File: src/hw/link_recovery_pkg.sv
// Summary of operation
// - first two-wire entry goes provisional, acts normally
// - fallback after 128 pulses or timeout
// - valid device select locks two-wire mode permanently
// - two-wire clock fall restarts both fallback counters
// - transmit-only data advances on its own clock
// - no-pin variant: transmit clock high enables writes
// - write-control low protects, high allows writes
// - data line only pulled low or released
// - two-wire data timed by two-wire clock
// - power-up: nine released pulses, data on tenth
// - nine pulses per byte, address wraps
// - two-wire clock fall leaves transmit-only mode
// - device select: type code, three ignored, direction
package link_recovery_pkg;

    // operating modes of the link
    typedef enum logic [1:0] {
        MODE_TX_ONLY,
        MODE_TRANSITION,
        MODE_LOCKED
    } link_mode_e;

    // memory geometry
    localparam int          ADDR_W          = 7;
    localparam int          DATA_W          = 8;
    localparam logic [6:0]  ADDR_RESET      = 7'h00;

    // transmit-only framing
    localparam logic [3:0]  INIT_PULSES     = 4'h9;  // released pulses after power-up
    localparam logic [3:0]  BIT_LAST_DATA   = 4'h7;  // last data bit index
    localparam logic [3:0]  BIT_DONT_CARE   = 4'h8;  // ninth pulse of a byte
    localparam logic [7:0]  FALLBACK_PULSES = 8'h80; // 128 pulses in transition state

    // device select layout, msb first
    localparam int          SEL_TYPE_HI     = 7;
    localparam int          SEL_TYPE_LO     = 4;
    localparam logic [3:0]  SEL_BITS        = 4'h8;
    // device type code: value is arbitrary
    localparam logic [3:0]  DEV_TYPE_CODE   = 4'h6;

    // timing: clock 125 MHz
    localparam int          CLK_PERIOD_PS        = 8000;
    localparam int          TIME_BASE_NS         = 1000000;  // 1 ms tick
    localparam int          TIME_BASE_CYCLES     = TIME_BASE_NS * 1000 / CLK_PERIOD_PS;
    localparam int          FALLBACK_TIMEOUT_MS  = 2000;     // about 2 s
    localparam int          TIMEBASE_W           = 24;
    localparam int          TIMEOUT_W            = 12;

endpackage

File: src/hw/byte_stream_if.sv
`timescale 1ns/1ps
// valid/ready byte stream between internal stages
interface byte_stream_if;
    import link_recovery_pkg::*;
    logic              valid;  // word offered
    logic              ready;  // word taken
    logic [DATA_W-1:0] data;   // byte value
    modport src (output valid, output data, input ready);
    modport snk (input valid, input data, output ready);
endinterface

File: src/hw/dual_mode_link_recovery_ctrl.sv
`timescale 1ns/1ps
// mode control, transmit-only stream and write gating
module dual_mode_link_recovery_ctrl #(
    parameter int TIME_BASE_CYC = link_recovery_pkg::TIME_BASE_CYCLES,
    parameter int TIMEOUT_TICKS = link_recovery_pkg::FALLBACK_TIMEOUT_MS
) (
    // clock and reset
    input  wire logic                                ref_clk_i,
    input  wire logic                                resetn_i,
    // link pins
    input  wire logic                                transmit_only_clock_i,
    input  wire logic                                scl_i,
    input  wire logic                                sda_i,
    output logic                                     sda_o,
    output logic                                     sda_oe_n_o,
    input  wire logic                                write_protect_input_i,
    // variant strap: high when the write-control pin exists
    input  wire logic                                has_wc_pin_i,
    // memory read port, combinational read
    output logic [link_recovery_pkg::ADDR_W-1:0]     mem_addr_o,
    input  wire logic [link_recovery_pkg::DATA_W-1:0] mem_data_i,
    // two-wire protocol engine
    input  wire logic                                engine_sda_pull_i,
    input  wire logic                                engine_wr_commit_i,
    output logic                                     prog_start_o,
    output logic                                     write_enable_o,
    // status
    output link_recovery_pkg::link_mode_e            mode_o
);
    import link_recovery_pkg::*;

    // synchronised pins
    logic [3:0] pins_sync;
    logic       transmit_only_clock_s;          // transmit-only clock level
    logic       scl_s;           // two-wire clock level
    logic       sda_s;           // data line level
    logic       wp_s;            // write-control level
    logic       transmit_only_clock_d_reg;      // previous clock levels for edges
    logic       scl_d_reg;
    logic       sda_d_reg;
    logic       transmit_only_clock_rise;
    logic       scl_fall;
    logic       scl_rise;
    logic       start_det;
    logic       stop_det;

    // mode state
    link_mode_e mode_reg;
    link_mode_e mode_next;

    // transmit-only stream state
    logic [ADDR_W-1:0] addr_reg;      // fetch address
    logic [3:0]        init_cnt_reg;  // pulses seen since power-up
    logic              init_done;
    logic [3:0]        bit_cnt_reg;   // position within a byte
    logic [DATA_W-1:0] shift_reg;     // byte being sent
    logic              tx_bit_reg;    // bit on the line, 1 = released
    logic              tx_take;

    // fallback counters
    logic [7:0]           pulse_cnt_reg;
    logic [TIMEBASE_W-1:0] tb_cnt_reg;
    logic                 tb_tick;
    logic [TIMEOUT_W-1:0] tmo_cnt_reg;
    logic                 fallback;

    // device select watcher
    logic              sel_active_reg;  // shifting after a start
    logic [3:0]        sel_cnt_reg;
    logic [DATA_W-1:0] sel_shift_reg;
    logic              sel_valid;

    // write gating
    logic              wr_allow;

    byte_stream_if fetch_s ();
    byte_stream_if drain_s ();

    // every pin crosses two flops before use
    sync_2ff #(
        .W (4)
    ) u_pin_sync (
        .ref_clk_i (ref_clk_i),
        .resetn_i  (resetn_i),
        .async_i   ({transmit_only_clock_i, scl_i, sda_i, write_protect_input_i}),
        .sync_o    (pins_sync)
    );
    assign transmit_only_clock_s = pins_sync[3];
    assign scl_s  = pins_sync[2];
    assign sda_s  = pins_sync[1];
    assign wp_s   = pins_sync[0];

    // edge history; resets low like the synchroniser so release shows no false fall
    always_ff @(posedge ref_clk_i) begin
        if (!resetn_i) begin
            transmit_only_clock_d_reg <= 1'b0;
            scl_d_reg  <= 1'b0;
            sda_d_reg  <= 1'b0;
        end else begin
            transmit_only_clock_d_reg <= transmit_only_clock_s;
            scl_d_reg  <= scl_s;
            sda_d_reg  <= sda_s;
        end
    end

    assign transmit_only_clock_rise = transmit_only_clock_s && !transmit_only_clock_d_reg;
    assign scl_fall  = !scl_s && scl_d_reg;
    assign scl_rise  = scl_s && !scl_d_reg;
    // start and stop: data moves while clock stays high
    assign start_det = scl_s && scl_d_reg && sda_d_reg && !sda_s;
    assign stop_det  = scl_s && scl_d_reg && !sda_d_reg && sda_s;

    // device select watcher, sampled on two-wire clock rises
    // type code in top nibble, rest ignored
    assign sel_valid = sel_active_reg && (sel_cnt_reg == SEL_BITS)
                       && (sel_shift_reg[SEL_TYPE_HI:SEL_TYPE_LO] == DEV_TYPE_CODE);

    always_ff @(posedge ref_clk_i) begin
        if (!resetn_i) begin
            sel_active_reg <= 1'b0;
            sel_cnt_reg    <= 4'h0;
            sel_shift_reg  <= 8'h00;
        end else if (start_det) begin
            // a repeated start restarts the byte
            sel_active_reg <= 1'b1;
            sel_cnt_reg    <= 4'h0;
        end else if (stop_det || (sel_cnt_reg == SEL_BITS)) begin
            // only the first byte after a start matters here
            sel_active_reg <= 1'b0;
            sel_cnt_reg    <= 4'h0;
        end else if (sel_active_reg && scl_rise) begin
            // bits taken on two-wire clock rise
            sel_shift_reg <= {sel_shift_reg[DATA_W-2:0], sda_s};
            sel_cnt_reg   <= sel_cnt_reg + 4'h1;
        end
    end

    // internal time base, one pulse per tick
    // prescaler feeding the timeout counter
    assign tb_tick = (tb_cnt_reg == TIMEBASE_W'(TIME_BASE_CYC - 1));

    always_ff @(posedge ref_clk_i) begin
        if (!resetn_i) begin
            tb_cnt_reg <= '0;
        end else if (mode_reg != MODE_TRANSITION || scl_fall || tb_tick) begin
            tb_cnt_reg <= '0;
        end else begin
            tb_cnt_reg <= tb_cnt_reg + TIMEBASE_W'(1);
        end
    end

    // fallback counters, live only in the transition state
    always_ff @(posedge ref_clk_i) begin
        if (!resetn_i) begin
            pulse_cnt_reg <= 8'h00;
            tmo_cnt_reg   <= '0;
        end else if (mode_reg != MODE_TRANSITION) begin
            pulse_cnt_reg <= 8'h00;
            tmo_cnt_reg   <= '0;
        end else if (scl_fall) begin
            pulse_cnt_reg <= 8'h00;
            tmo_cnt_reg   <= '0;
        end else begin
            if (transmit_only_clock_rise && pulse_cnt_reg != FALLBACK_PULSES) begin
                pulse_cnt_reg <= pulse_cnt_reg + 8'h01;
            end
            if (tb_tick && tmo_cnt_reg != TIMEOUT_W'(TIMEOUT_TICKS)) begin
                tmo_cnt_reg <= tmo_cnt_reg + TIMEOUT_W'(1);
            end
        end
    end

    // pulse count or timeout ends transition
    assign fallback = (pulse_cnt_reg == FALLBACK_PULSES)
                      || (tmo_cnt_reg == TIMEOUT_W'(TIMEOUT_TICKS));

    // mode selection; valid select beats fallback in the same cycle
    always_comb begin
        mode_next = mode_reg;
        case (mode_reg)
            MODE_TX_ONLY: begin
                if (scl_fall) begin
                    mode_next = MODE_TRANSITION;
                end
            end
            MODE_TRANSITION: begin
                if (sel_valid) begin
                    mode_next = MODE_LOCKED;
                end else if (fallback && !scl_fall) begin
                    mode_next = MODE_TX_ONLY;
                end
            end
            MODE_LOCKED: begin
                // no way back until power is removed
                mode_next = MODE_LOCKED;
            end
            default: begin
                mode_next = MODE_TX_ONLY;
            end
        endcase
    end

    always_ff @(posedge ref_clk_i) begin
        if (!resetn_i) begin
            mode_reg <= MODE_TX_ONLY;
        end else begin
            mode_reg <= mode_next;
        end
    end
    assign mode_o = mode_reg;

    // fetch side: memory bytes offered in address order
    assign mem_addr_o    = addr_reg;
    assign fetch_s.valid = (mode_reg == MODE_TX_ONLY);
    assign fetch_s.data  = mem_data_i;

    always_ff @(posedge ref_clk_i) begin
        if (!resetn_i) begin
            addr_reg <= ADDR_RESET;
        end else if (fetch_s.valid && fetch_s.ready) begin
            addr_reg <= addr_reg + ADDR_W'(1);
        end
    end

    // buffer so a late pulse never drops a fetched byte
    stream_buf2 u_buf (
        .ref_clk_i (ref_clk_i),
        .resetn_i  (resetn_i),
        .in_s      (fetch_s),
        .out_s     (drain_s)
    );

    // a byte is taken at the first pulse of a byte slot
    assign init_done     = (init_cnt_reg == INIT_PULSES);
    assign tx_take       = (mode_reg == MODE_TX_ONLY) && transmit_only_clock_rise && init_done
                           && (bit_cnt_reg == 4'h0);
    assign drain_s.ready = tx_take;

    // power-up pulse counter; kept after a fallback
    always_ff @(posedge ref_clk_i) begin
        if (!resetn_i) begin
            init_cnt_reg <= 4'h0;
        end else if (mode_reg == MODE_TX_ONLY && transmit_only_clock_rise && !init_done) begin
            init_cnt_reg <= init_cnt_reg + 4'h1;
        end
    end

    // serialiser, advanced only by transmit-only clock rises
    always_ff @(posedge ref_clk_i) begin
        if (!resetn_i) begin
            bit_cnt_reg <= 4'h0;
            shift_reg   <= 8'h00;
            tx_bit_reg  <= 1'b1;
        end else if (mode_reg != MODE_TX_ONLY) begin
            // leave a clean byte boundary for a later fallback
            bit_cnt_reg <= 4'h0;
            tx_bit_reg  <= 1'b1;
        end else if (transmit_only_clock_rise && init_done) begin
            if (bit_cnt_reg == 4'h0) begin
                if (drain_s.valid) begin
                    // msb first
                    tx_bit_reg  <= drain_s.data[DATA_W-1];
                    shift_reg   <= {drain_s.data[DATA_W-2:0], 1'b0};
                    bit_cnt_reg <= 4'h1;
                end else begin
                    // underrun: stay released and retry next pulse
                    tx_bit_reg <= 1'b1;
                end
            end else if (bit_cnt_reg <= BIT_LAST_DATA) begin
                tx_bit_reg  <= shift_reg[DATA_W-1];
                shift_reg   <= {shift_reg[DATA_W-2:0], 1'b0};
                bit_cnt_reg <= bit_cnt_reg + 4'h1;
            end else begin
                // ninth pulse carries a don't-care, released
                tx_bit_reg  <= 1'b1;
                bit_cnt_reg <= 4'h0;
            end
        end
    end

    // data line: open drain only
    always_ff @(posedge ref_clk_i) begin
        if (!resetn_i) begin
            sda_oe_n_o <= 1'b1;
        end else if (mode_reg == MODE_TX_ONLY) begin
            // zero bits pull low, ones release
            sda_oe_n_o <= tx_bit_reg;
        end else begin
            // engine drives on its own bus clock timing
            sda_oe_n_o <= !engine_sda_pull_i;
        end
    end
    // the driven level is only ever low
    assign sda_o = 1'b0;

    // write permission, meaningful in two-wire modes
    always_comb begin
        if (has_wc_pin_i) begin
            wr_allow = wp_s;
        end else begin
            // transmit clock doubles as write enable
            wr_allow = transmit_only_clock_s;
        end
    end

    // engine acks regardless; only programming is gated
    always_ff @(posedge ref_clk_i) begin
        if (!resetn_i) begin
            write_enable_o <= 1'b0;
            prog_start_o   <= 1'b0;
        end else begin
            write_enable_o <= wr_allow && (mode_reg != MODE_TX_ONLY);
            prog_start_o   <= engine_wr_commit_i && wr_allow
                              && (mode_reg != MODE_TX_ONLY);
        end
    end

endmodule

File: src/hw/stream_buf2.sv
`timescale 1ns/1ps
// two-entry buffer; keeps words when the drain stalls
module stream_buf2 (
    // clock and reset
    input  wire logic ref_clk_i,
    input  wire logic resetn_i,
    // filling and draining sides
    byte_stream_if.snk in_s,
    byte_stream_if.src out_s
);
    import link_recovery_pkg::*;

    logic [DATA_W-1:0] mem_reg [2];  // storage
    logic              wr_ptr_reg;   // next slot to fill
    logic              rd_ptr_reg;   // next slot to drain
    logic [1:0]        count_reg;    // occupancy
    logic              push;
    logic              pop;

    // honest full and empty
    assign in_s.ready  = (count_reg != 2'h2);
    assign out_s.valid = (count_reg != 2'h0);
    assign out_s.data  = mem_reg[rd_ptr_reg];
    assign push        = in_s.valid && in_s.ready;
    assign pop         = out_s.valid && out_s.ready;

    // storage writes
    always_ff @(posedge ref_clk_i) begin
        if (push) begin
            mem_reg[wr_ptr_reg] <= in_s.data;
        end
    end

    // pointers and count
    always_ff @(posedge ref_clk_i) begin
        if (!resetn_i) begin
            wr_ptr_reg <= 1'b0;
            rd_ptr_reg <= 1'b0;
            count_reg  <= 2'h0;
        end else begin
            if (push) begin
                wr_ptr_reg <= ~wr_ptr_reg;
            end
            if (pop) begin
                rd_ptr_reg <= ~rd_ptr_reg;
            end
            if (push && !pop) begin
                count_reg <= count_reg + 2'h1;
            end else if (pop && !push) begin
                count_reg <= count_reg - 2'h1;
            end
        end
    end
endmodule

File: src/hw/sync_2ff.sv
`timescale 1ns/1ps
// two-flop synchroniser for pin levels
module sync_2ff #(
    parameter int W = 1
) (
    // clock and reset
    input  wire logic         ref_clk_i,
    input  wire logic         resetn_i,
    // level in and out
    input  wire logic [W-1:0] async_i,
    output logic      [W-1:0] sync_o
);
    logic [W-1:0] meta_reg;  // first stage, read only by second

    // two stages; only the second is visible
    always_ff @(posedge ref_clk_i) begin
        if (!resetn_i) begin
            meta_reg <= '0;
            sync_o   <= '0;
        end else begin
            meta_reg <= async_i;
            sync_o   <= meta_reg;
        end
    end
endmodule

File: config.mk
export PLATFORM = sky130hd
export DESIGN_NAME = dual_mode_link_recovery_ctrl
export DESIGN_NICKNAME = d
export VERILOG_FILES = /design/src/hw/link_recovery_pkg.sv /design/src/hw/byte_stream_if.sv /design/src/hw/dual_mode_link_recovery_ctrl.sv /design/src/hw/stream_buf2.sv /design/src/hw/sync_2ff.sv
export SDC_FILE = /design/constraint.sdc
export NUM_CORES = 1
export LEC_CHECK = 0
export ABC_AREA = 1
export BUFFER_PORTS_ARGS = -buffer_cell sky130_fd_sc_hd__buf_2
export CORE_UTILIZATION = 40
export CTS_CLUSTER_SIZE = 10
export DETAILED_ROUTE_END_ITERATION = 6
export PLACE_DENSITY = 0.56
export SYNTH_ARGS = -nofsm -noshare
export SYNTH_HDL_FRONTEND = slang
export SYNTH_SLANG_ARGS = --single-unit
File: constraint.sdc
create_clock -name ref_clk_i -period 5.29 [get_ports ref_clk_i]
set_clock_uncertainty 0.15 [all_clocks]
set_input_delay 0.529 -clock ref_clk_i [delete_from_list [all_inputs] [get_ports ref_clk_i]]
set_output_delay 0.529 -clock ref_clk_i [all_outputs]
set_load 0.05 [all_outputs]
Yosys cells after proc, flatten, opt, wreduce, memory -nomap -nowiden
Memories as Yosys holds them, arrays and structs flattened. A register that Yosys moved wholly into a read port is not among the register bits.
Index checks and enable logic that the tools add are counted.
{ "word_totals": {"output_inout_bits": 13, "register_bits": 101, "mem_bits_rw": 16, "inputBits": 17, "mem_count": 1} }
{ "mem_list": {"columns": ["name", "words", "width", "rd", "rd_clocked_by_memory_dff", "write_ports", "line_no", "source"], "rows": [
  ["u_buf.mem_reg", 2, 8, 1, 1, 1, "stream_buf2.sv:13", "logic [DATA_W-1:0] mem_reg [2];"]
]} }
{ "classes": {"n_eq_ne": 15, "muxes": 23, "bitwise": 6, "magnitude_cmp": 1, "add_sub_neg": 9, "n_reduce_logical": 55} }
{ "ops": {"columns": ["cell", "n"], "rows": [
  ["1-bit logical AND", 26],
  ["24-bit by 1-bit adder with 24-bit output (second input constant)", 1],
  ["24-bit by 17-bit equality test with 1-bit output (second input constant)", 1],
  ["8-bit 2-to-1 mux", 3],
  ["12-bit by 1-bit adder with 12-bit output (second input constant)", 1],
  ["4-bit by 1-bit adder with 4-bit output (second input constant)", 3],
  ["12-bit by 11-bit equality test with 1-bit output (second input constant)", 1],
  ["4-bit 2-to-1 mux", 3],
  ["12-bit by 11-bit inequality test with 1-bit output (second input constant)", 1],
  ["1-bit 2-to-1 mux", 11],
  ["1-bit logical NOT", 10],
  ["2-bit 2-to-1 mux", 5],
  ["2-bit nonzero test", 5],
  ["8-bit by 1-bit adder with 8-bit output (second input constant)", 1],
  ["4-bit equality test (second input constant)", 2],
  ["8-bit equality test (second input constant)", 1],
  ["8-bit inequality test (second input constant)", 1],
  ["7-bit by 1-bit adder with 7-bit output (second input constant)", 1],
  ["1-bit inverter", 6],
  ["2-bit case mux with 3 select lines", 1],
  ["3-bit OR reduction", 2],
  ["4-bit by 3-bit equality test with 1-bit output (second input constant)", 1],
  ["4-bit by 3-bit less-or-equal comparator with 1-bit output (second input constant)", 1],
  ["4-bit logical NOT", 1],
  ["13 further kinds", 20]
]} }

Logic depth before layout (Yosys ltp)
{ "depth": {"depth_word": 9, "ltp_mapped": 14, "ltp_nobuf": 14} }

Cells and area by module
A second synthesis with hierarchy kept.
{ "hier_totals": {"hier_cells": 768, "area_unflattened_um2": 5645.4} }
{ "by_module_without_submodules": {"columns": ["module", "cells_per_inst", "instances", "area_each_um2"], "rows": [
  ["dual_mode_link_recovery_ctrl", 681, 1, 4584.4],
  ["stream_buf2", 62, 1, 835.8],
  ["sync_2ff", 25, 1, 225.2]
]} }

Least setup slack after synthesis
OpenSTA, ideal clock, no wires.
{ "synth_timing": {"path_kind": "register to register", "startpoint": "register mode_reg[0], in the netlist mode_o[0]", "endpoint": "register u_buf.count_reg[1]", "path_slack_ns": 3.162, "t_arrival_ns": 1.856, "setup_ns": 0.122, "period_less_slack_ns": 2.128, "stages_incl_launch_ff": 12, "n_path_buf": 0, "path_cell_list": "dfxtp_1 > nor2_2 > inv_2 > nor2_2 > inv_2 > nor2_2 > nand2_2 > ha_1 > a21oi_1 > o21ai_0 > o21ai_0 > a21oi_1"} }
{ "synth_between": {"elab_chain_len": 8, "word_cells_on_any_way": 12, "classes_between": "mux: 1; reduce/logical: 11"} }
{ "synth_lines": {"columns": ["item", "line_no", "source"], "rows": [
  ["from (decl)", "dual_mode_link_recovery_ctrl.sv:48", "link_mode_e mode_reg;"],
  ["from (signal assigned)", "dual_mode_link_recovery_ctrl.sv:207", "mode_reg <= mode_next;"],
  ["2-bit logical NOT (*)", "dual_mode_link_recovery_ctrl.sv:214, dual_mode_link_recovery_ctrl.sv:235", null],
  ["1-bit logical AND (2 in a row)", "dual_mode_link_recovery_ctrl.sv:235", "assign tx_take = (mode_reg == MODE_TX_ONLY) && transmit_only_clock_rise && init_done"],
  ["1-bit logical AND", "dual_mode_link_recovery_ctrl.sv:236", "&& (bit_cnt_reg == 4'h0);"],
  ["1-bit logical AND", "stream_buf2.sv:25", "assign pop = out_s.valid && out_s.ready;"],
  ["1-bit logical NOT", "stream_buf2.sv:47", "if (push && !pop) begin"],
  ["1-bit logical AND", "stream_buf2.sv:47", null],
  ["2-bit 2-to-1 mux or 2-bit nonzero test (tied branches)", null, null],
  ["to (signal assigned)", "stream_buf2.sv:48", "count_reg <= count_reg + 2'h1;"],
  ["to (signal assigned)", "stream_buf2.sv:50", "count_reg <= count_reg - 2'h1;"],
  ["to (decl)", "stream_buf2.sv:16", "logic [1:0] count_reg;"]
]} }
Mark *: on every way between the ends. The rest lies on a longest branch, timed or not.
A chain may end at the register's enable or synchronous reset.

Final worst setup path
{ "layout_timing": {"startpoint": "register init_cnt_reg[1]", "endpoint": "register u_buf.count_reg[1]"} }
{ "layout_between": {"elab_chain_len": 7, "word_cells_on_any_way": 9, "classes_between": "eq/ne: 1; mux: 1; reduce/logical: 7"} }
{ "layout_lines": {"columns": ["item", "line_no", "source"], "rows": [
  ["from (decl)", "dual_mode_link_recovery_ctrl.sv:53", "logic [3:0] init_cnt_reg;"],
  ["from (signal assigned)", "dual_mode_link_recovery_ctrl.sv:244", "init_cnt_reg <= init_cnt_reg + 4'h1;"],
  ["4-bit equality test (*)", "dual_mode_link_recovery_ctrl.sv:234", "assign init_done = (init_cnt_reg == INIT_PULSES);"],
  ["1-bit logical AND (*)", "dual_mode_link_recovery_ctrl.sv:235", null],
  ["1-bit logical AND (*)", "dual_mode_link_recovery_ctrl.sv:236", null],
  ["1-bit logical AND (*)", "stream_buf2.sv:25", null],
  ["1-bit logical NOT", "stream_buf2.sv:47", null],
  ["1-bit logical AND", "stream_buf2.sv:47", null],
  ["2-bit 2-to-1 mux or 2-bit nonzero test (tied branches)", null, null]
]} }
Marks and branches as above.

==> impl_metrics.env <==
export IMPL_run_status="completed"
export IMPL_synth_area_per_cell_um2=7.511
export IMPL_grt_setup_unrepaired="no"
export IMPL_gr_total_overflow=0
export IMPL_tightest_slew_ps=730.6
export IMPL_route_detailed_vias_per_inst=4.774
export IMPL_cpMaxStageDelayCell="sky130_fd_sc_hd__dfxtp_1"
export IMPL_yosysWarnings=0
export IMPL_dominantRegCellSynth="sky130_fd_sc_hd__dfxtp_1"
export IMPL_power_ir_vdd_worst_uv=373.9
export IMPL_crit_chain="inv_1, ha_1, nand2_1, nor2_1, nand2_1, nor2_2, inv_2, nor2_2, nand2_2, ha_1, a21oi_1, o21ai_0, o21ai_0, a21oi_1"
export IMPL_n_antenna_cell=0
export IMPL_synth_top_cell_by_area="sky130_fd_sc_hd__dfxtp_1"
export IMPL_p_comb_share_pct=7.8
export IMPL_fp_dieArea_mm2=0.01429
export IMPL_fin_hold_ws_ps=140.9
export IMPL_seqCellArea_mm2=0.002502
export IMPL_fin_nets=800
export IMPL_final_antenna_net_count=0
export IMPL_startpoint_type="flip-flop"
export IMPL_synth_area_top_cells="sky130_fd_sc_hd__dfxtp_1 37%, sky130_fd_sc_hd__nand2_1 11%, sky130_fd_sc_hd__edfxtp_1 8.7%"
export IMPL_postCtsSetupRepairBufs=0
export IMPL_num_rows=42
export IMPL_post_route_min_period_ps=2264
export IMPL_internal_power_mw=1.890
export IMPL_reg2regPathDepth=14
export IMPL_number_of_instances_resized_during_post_cts_repair=0
export IMPL_clock_power_share_pct=51.6
export IMPL_grt_start_max_net_pins=38
export IMPL_dr_pass1_iters=5
export IMPL_hpwl_um=7740
export IMPL_tritoncts_num_sinks=117
export IMPL_largest_register_ff_count=24
export IMPL_sequentialPowerShare_pct=40.6
export IMPL_slew_limit_headroom_pct=51.11
export IMPL_synth_cells=736
export IMPL_die_w_um=119.6
export IMPL_synthArstFlopShare_pct=0
export IMPL_tritoncts_clock_tree="done"
export IMPL_class_of_the_most_critical_setup_path="flip-flop to flip-flop"
export IMPL_setup_viol=0
export IMPL_effective_utilization_at_floorplan_pct=41.41
export IMPL_synthTopCellsByCount="163 x sky130_fd_sc_hd__nand2_1, 112 x sky130_fd_sc_hd__nor2_1, 101 x sky130_fd_sc_hd__dfxtp_1"
export IMPL_cp_end_kind="flip-flop"
export IMPL_post_route_cells_drive_above_1_share_pct=12.52
export IMPL_worst_endpoint_required_ps=5440
export IMPL_drt_initial_drc_count=216
export IMPL_tritoncts_num_buffers=17
export IMPL_timing_reg2reg_setup_slack_ps=3030
export IMPL_ys_ff_latch=117
export IMPL_total_power_mw=2.460
export IMPL_slew_violations=0
export IMPL_synth_enable_flop_cells=16
export IMPL_worstReg2RegStart="init_cnt_reg[1]"
export IMPL_timing_hold_worst_start="write_protect_input_i"
export IMPL_synth_area_mm2=0.005528
export IMPL_net_switching_power_mw=0.5696
export IMPL_cts_root_buffer="sky130_fd_sc_hd__clkbuf_16"
export IMPL_multi_input_comb_area_mm2=0.002574
export IMPL_yosysTopAreaCellShare_pct=36.58
export IMPL_finalHoldViolations=0
export IMPL_hold_path_end="u_pin_sync.meta_reg[0]"
export IMPL_cts_max_path_buffers=2
export IMPL_drc=0
export IMPL_buffer_ports_inserted=28
export IMPL_power_density_mw_per_mm2=380.0
export IMPL_cts_htree_levels=4
export IMPL_synth_seq_area_share_pct=45.27
export IMPL_grt_first_pass_wirelength_um=19040
export IMPL_post_synth_top_count_cell="sky130_fd_sc_hd__nand2_1"
export IMPL_p_sw_share_pct=23.15
export IMPL_chipHeight_um=119.6
export IMPL_synth_net_count=766
export IMPL_globalRouteTotalUtil_pct=16.74
export IMPL_data_arrival_time_of_the_worst_path_ps=2420
export IMPL_floorplan_io_pins=30
export IMPL_maxCapViolCount=0
export IMPL_holdCritPathClass="input pin to flip-flop"
export IMPL_num_vias=4578
export IMPL_synth_cell_type_count=42
export IMPL_crit_path_max_incr_delay_ps=330
export IMPL_nFillCells=1290
export IMPL_clkLatencyLatePin_ps=420
export IMPL_core_area_mm2=0.01335
export IMPL_total_leakage_power_nw=2.520
export IMPL_timing_final_crit_share_pct=42.81
export IMPL_syn_to_final_growth_pct=17.11
export IMPL_wire_per_inst_um=11.33
export IMPL_first_global_vias=4391
export IMPL_cts_clk_slew_worst_paths_ps=60
export IMPL_finalWirelength_um=10860
export IMPL_final_setup_tns_ps=0
export IMPL_hold_buffers=0
export IMPL_min_path_cells=3
export IMPL_clock_fmax_mhz=441.6
export IMPL_grt_antenna_before_repair=0
export IMPL_timing_rr_end="u_buf.count_reg[1]"
export IMPL_gp_congestion=0.8282
export IMPL_critPathMaxFanout=3
## how the worst max path moves through the flow
stage                    start            endpoint  cells after the start
2_1_floorplan        mode_o[0]  u_buf.count_reg[1]                     11
3_3_place_gp          resetn_i      tmo_cnt_reg[5]                      5
3_5_place_dp   init_cnt_reg[1]  u_buf.count_reg[1]                     14
4_1_cts        init_cnt_reg[1]  u_buf.count_reg[1]                     14
5_1_grt        init_cnt_reg[1]  u_buf.count_reg[1]                     14
6_report       init_cnt_reg[1]  u_buf.count_reg[1]                     14
## layer usage
layer / GRT usage (%) / vias to the layer above / wire, um
li1: - / 2417 / -
met1: 19.84 / 2060 / 5243
met5: 0 / - / 0
met2: 27.85 / 86 / 5008
met3: 6.036 / 15 / 449
met4: 5.859 / 0 / 161
## cell type report
cell class / instances / area share, %
multi-input combinational: 506 / 39.76
sequential: 117 / 38.65
clock buffer: 20 / 7.112
inverter: 100 / 5.798
tap: 176 / 3.402
clock inverter: 12 / 3.112
timing repair buffer: 28 / 2.165
## power groups by stage
stage / clock, mW / combinational (mW) / sequential (mW)
finish: 1.27 / 0.192 / 0.998
global route: 1.34 / 0.218 / 1.00
CTS: 1.29 / 0.195 / 0.998
detailed placement: 0 / 0.194 / 1.02
global placement: 0 / 0.193 / 1.02
floorplan: 0 / 0.120 / 1.04
## cells in the final DEF (no fill, tap or decap), types with 2 or more instances in the layout
cell	n
sky130_fd_sc_hd__nor2_2	7
sky130_fd_sc_hd__nand2_2	5
sky130_fd_sc_hd__o21ai_1	3
sky130_fd_sc_hd__clkinv_2	2
sky130_fd_sc_hd__nand3_2	7
sky130_fd_sc_hd__inv_1	91
sky130_fd_sc_hd__xnor2_1	8
sky130_fd_sc_hd__nand3_1	28
sky130_fd_sc_hd__ha_1	13
sky130_fd_sc_hd__nand2_1	163
sky130_fd_sc_hd__mux2i_1	6
sky130_fd_sc_hd__edfxtp_1	16
sky130_fd_sc_hd__dfxtp_1	101
sky130_fd_sc_hd__nor3b_1	2
sky130_fd_sc_hd__o21ai_0	39
sky130_fd_sc_hd__buf_2	28
sky130_fd_sc_hd__clkbuf_16	17
sky130_fd_sc_hd__inv_2	9
sky130_fd_sc_hd__nor4_1	2
sky130_fd_sc_hd__a21oi_1	49
sky130_fd_sc_hd__clkbuf_8	2
sky130_fd_sc_hd__clkinv_4	3
sky130_fd_sc_hd__nor2_4	4
sky130_fd_sc_hd__bufinv_16	5
sky130_fd_sc_hd__nor3_1	11
sky130_fd_sc_hd__o21bai_1	2
sky130_fd_sc_hd__clkinvlp_4	2
sky130_fd_sc_hd__nor2_1	112
sky130_fd_sc_hd__nand4_1	16
sky130_fd_sc_hd__nand3b_1	3
sky130_fd_sc_hd__xor2_1	14
## metrics by stage
step	instance area, um2	std cells	util, %	setup slack, ps
2_1_floorplan	5528	736	-	3162
3_3_place_gp	5812	927	43.54	3104
3_5_place_dp	5812	927	43.54	3042
4_1_cts	6474	959	48.50	3028
5_1_grt	6474	959	48.50	2693
6_report	6474	959	48.50	3026
## critical path: cells and delay by family (launching register included)
kind                       cells  cell delay [ps]
and+or+nand+nor                6              620
adders and majority gates      2              470
buffers and inverters          2              160
DFF                            1              330
AOI/OAI and AO/OA              4              430
## cell families after synthesis
family                     count (synthesis)  synth area share (%)
AOI/OAI and AO/OA                         99                 9.348
xor gates and xnor gates                  22                 3.486
adders and majority gates                 13                 2.943
buffers and inverters                    113                 8.171
DFF                                      117                 45.27
muxes                                      7                 1.290
other                                      1               0.06784
and+or+nand+nor                          364                 29.42
Note: power is estimated with default switching activity, not from simulation.
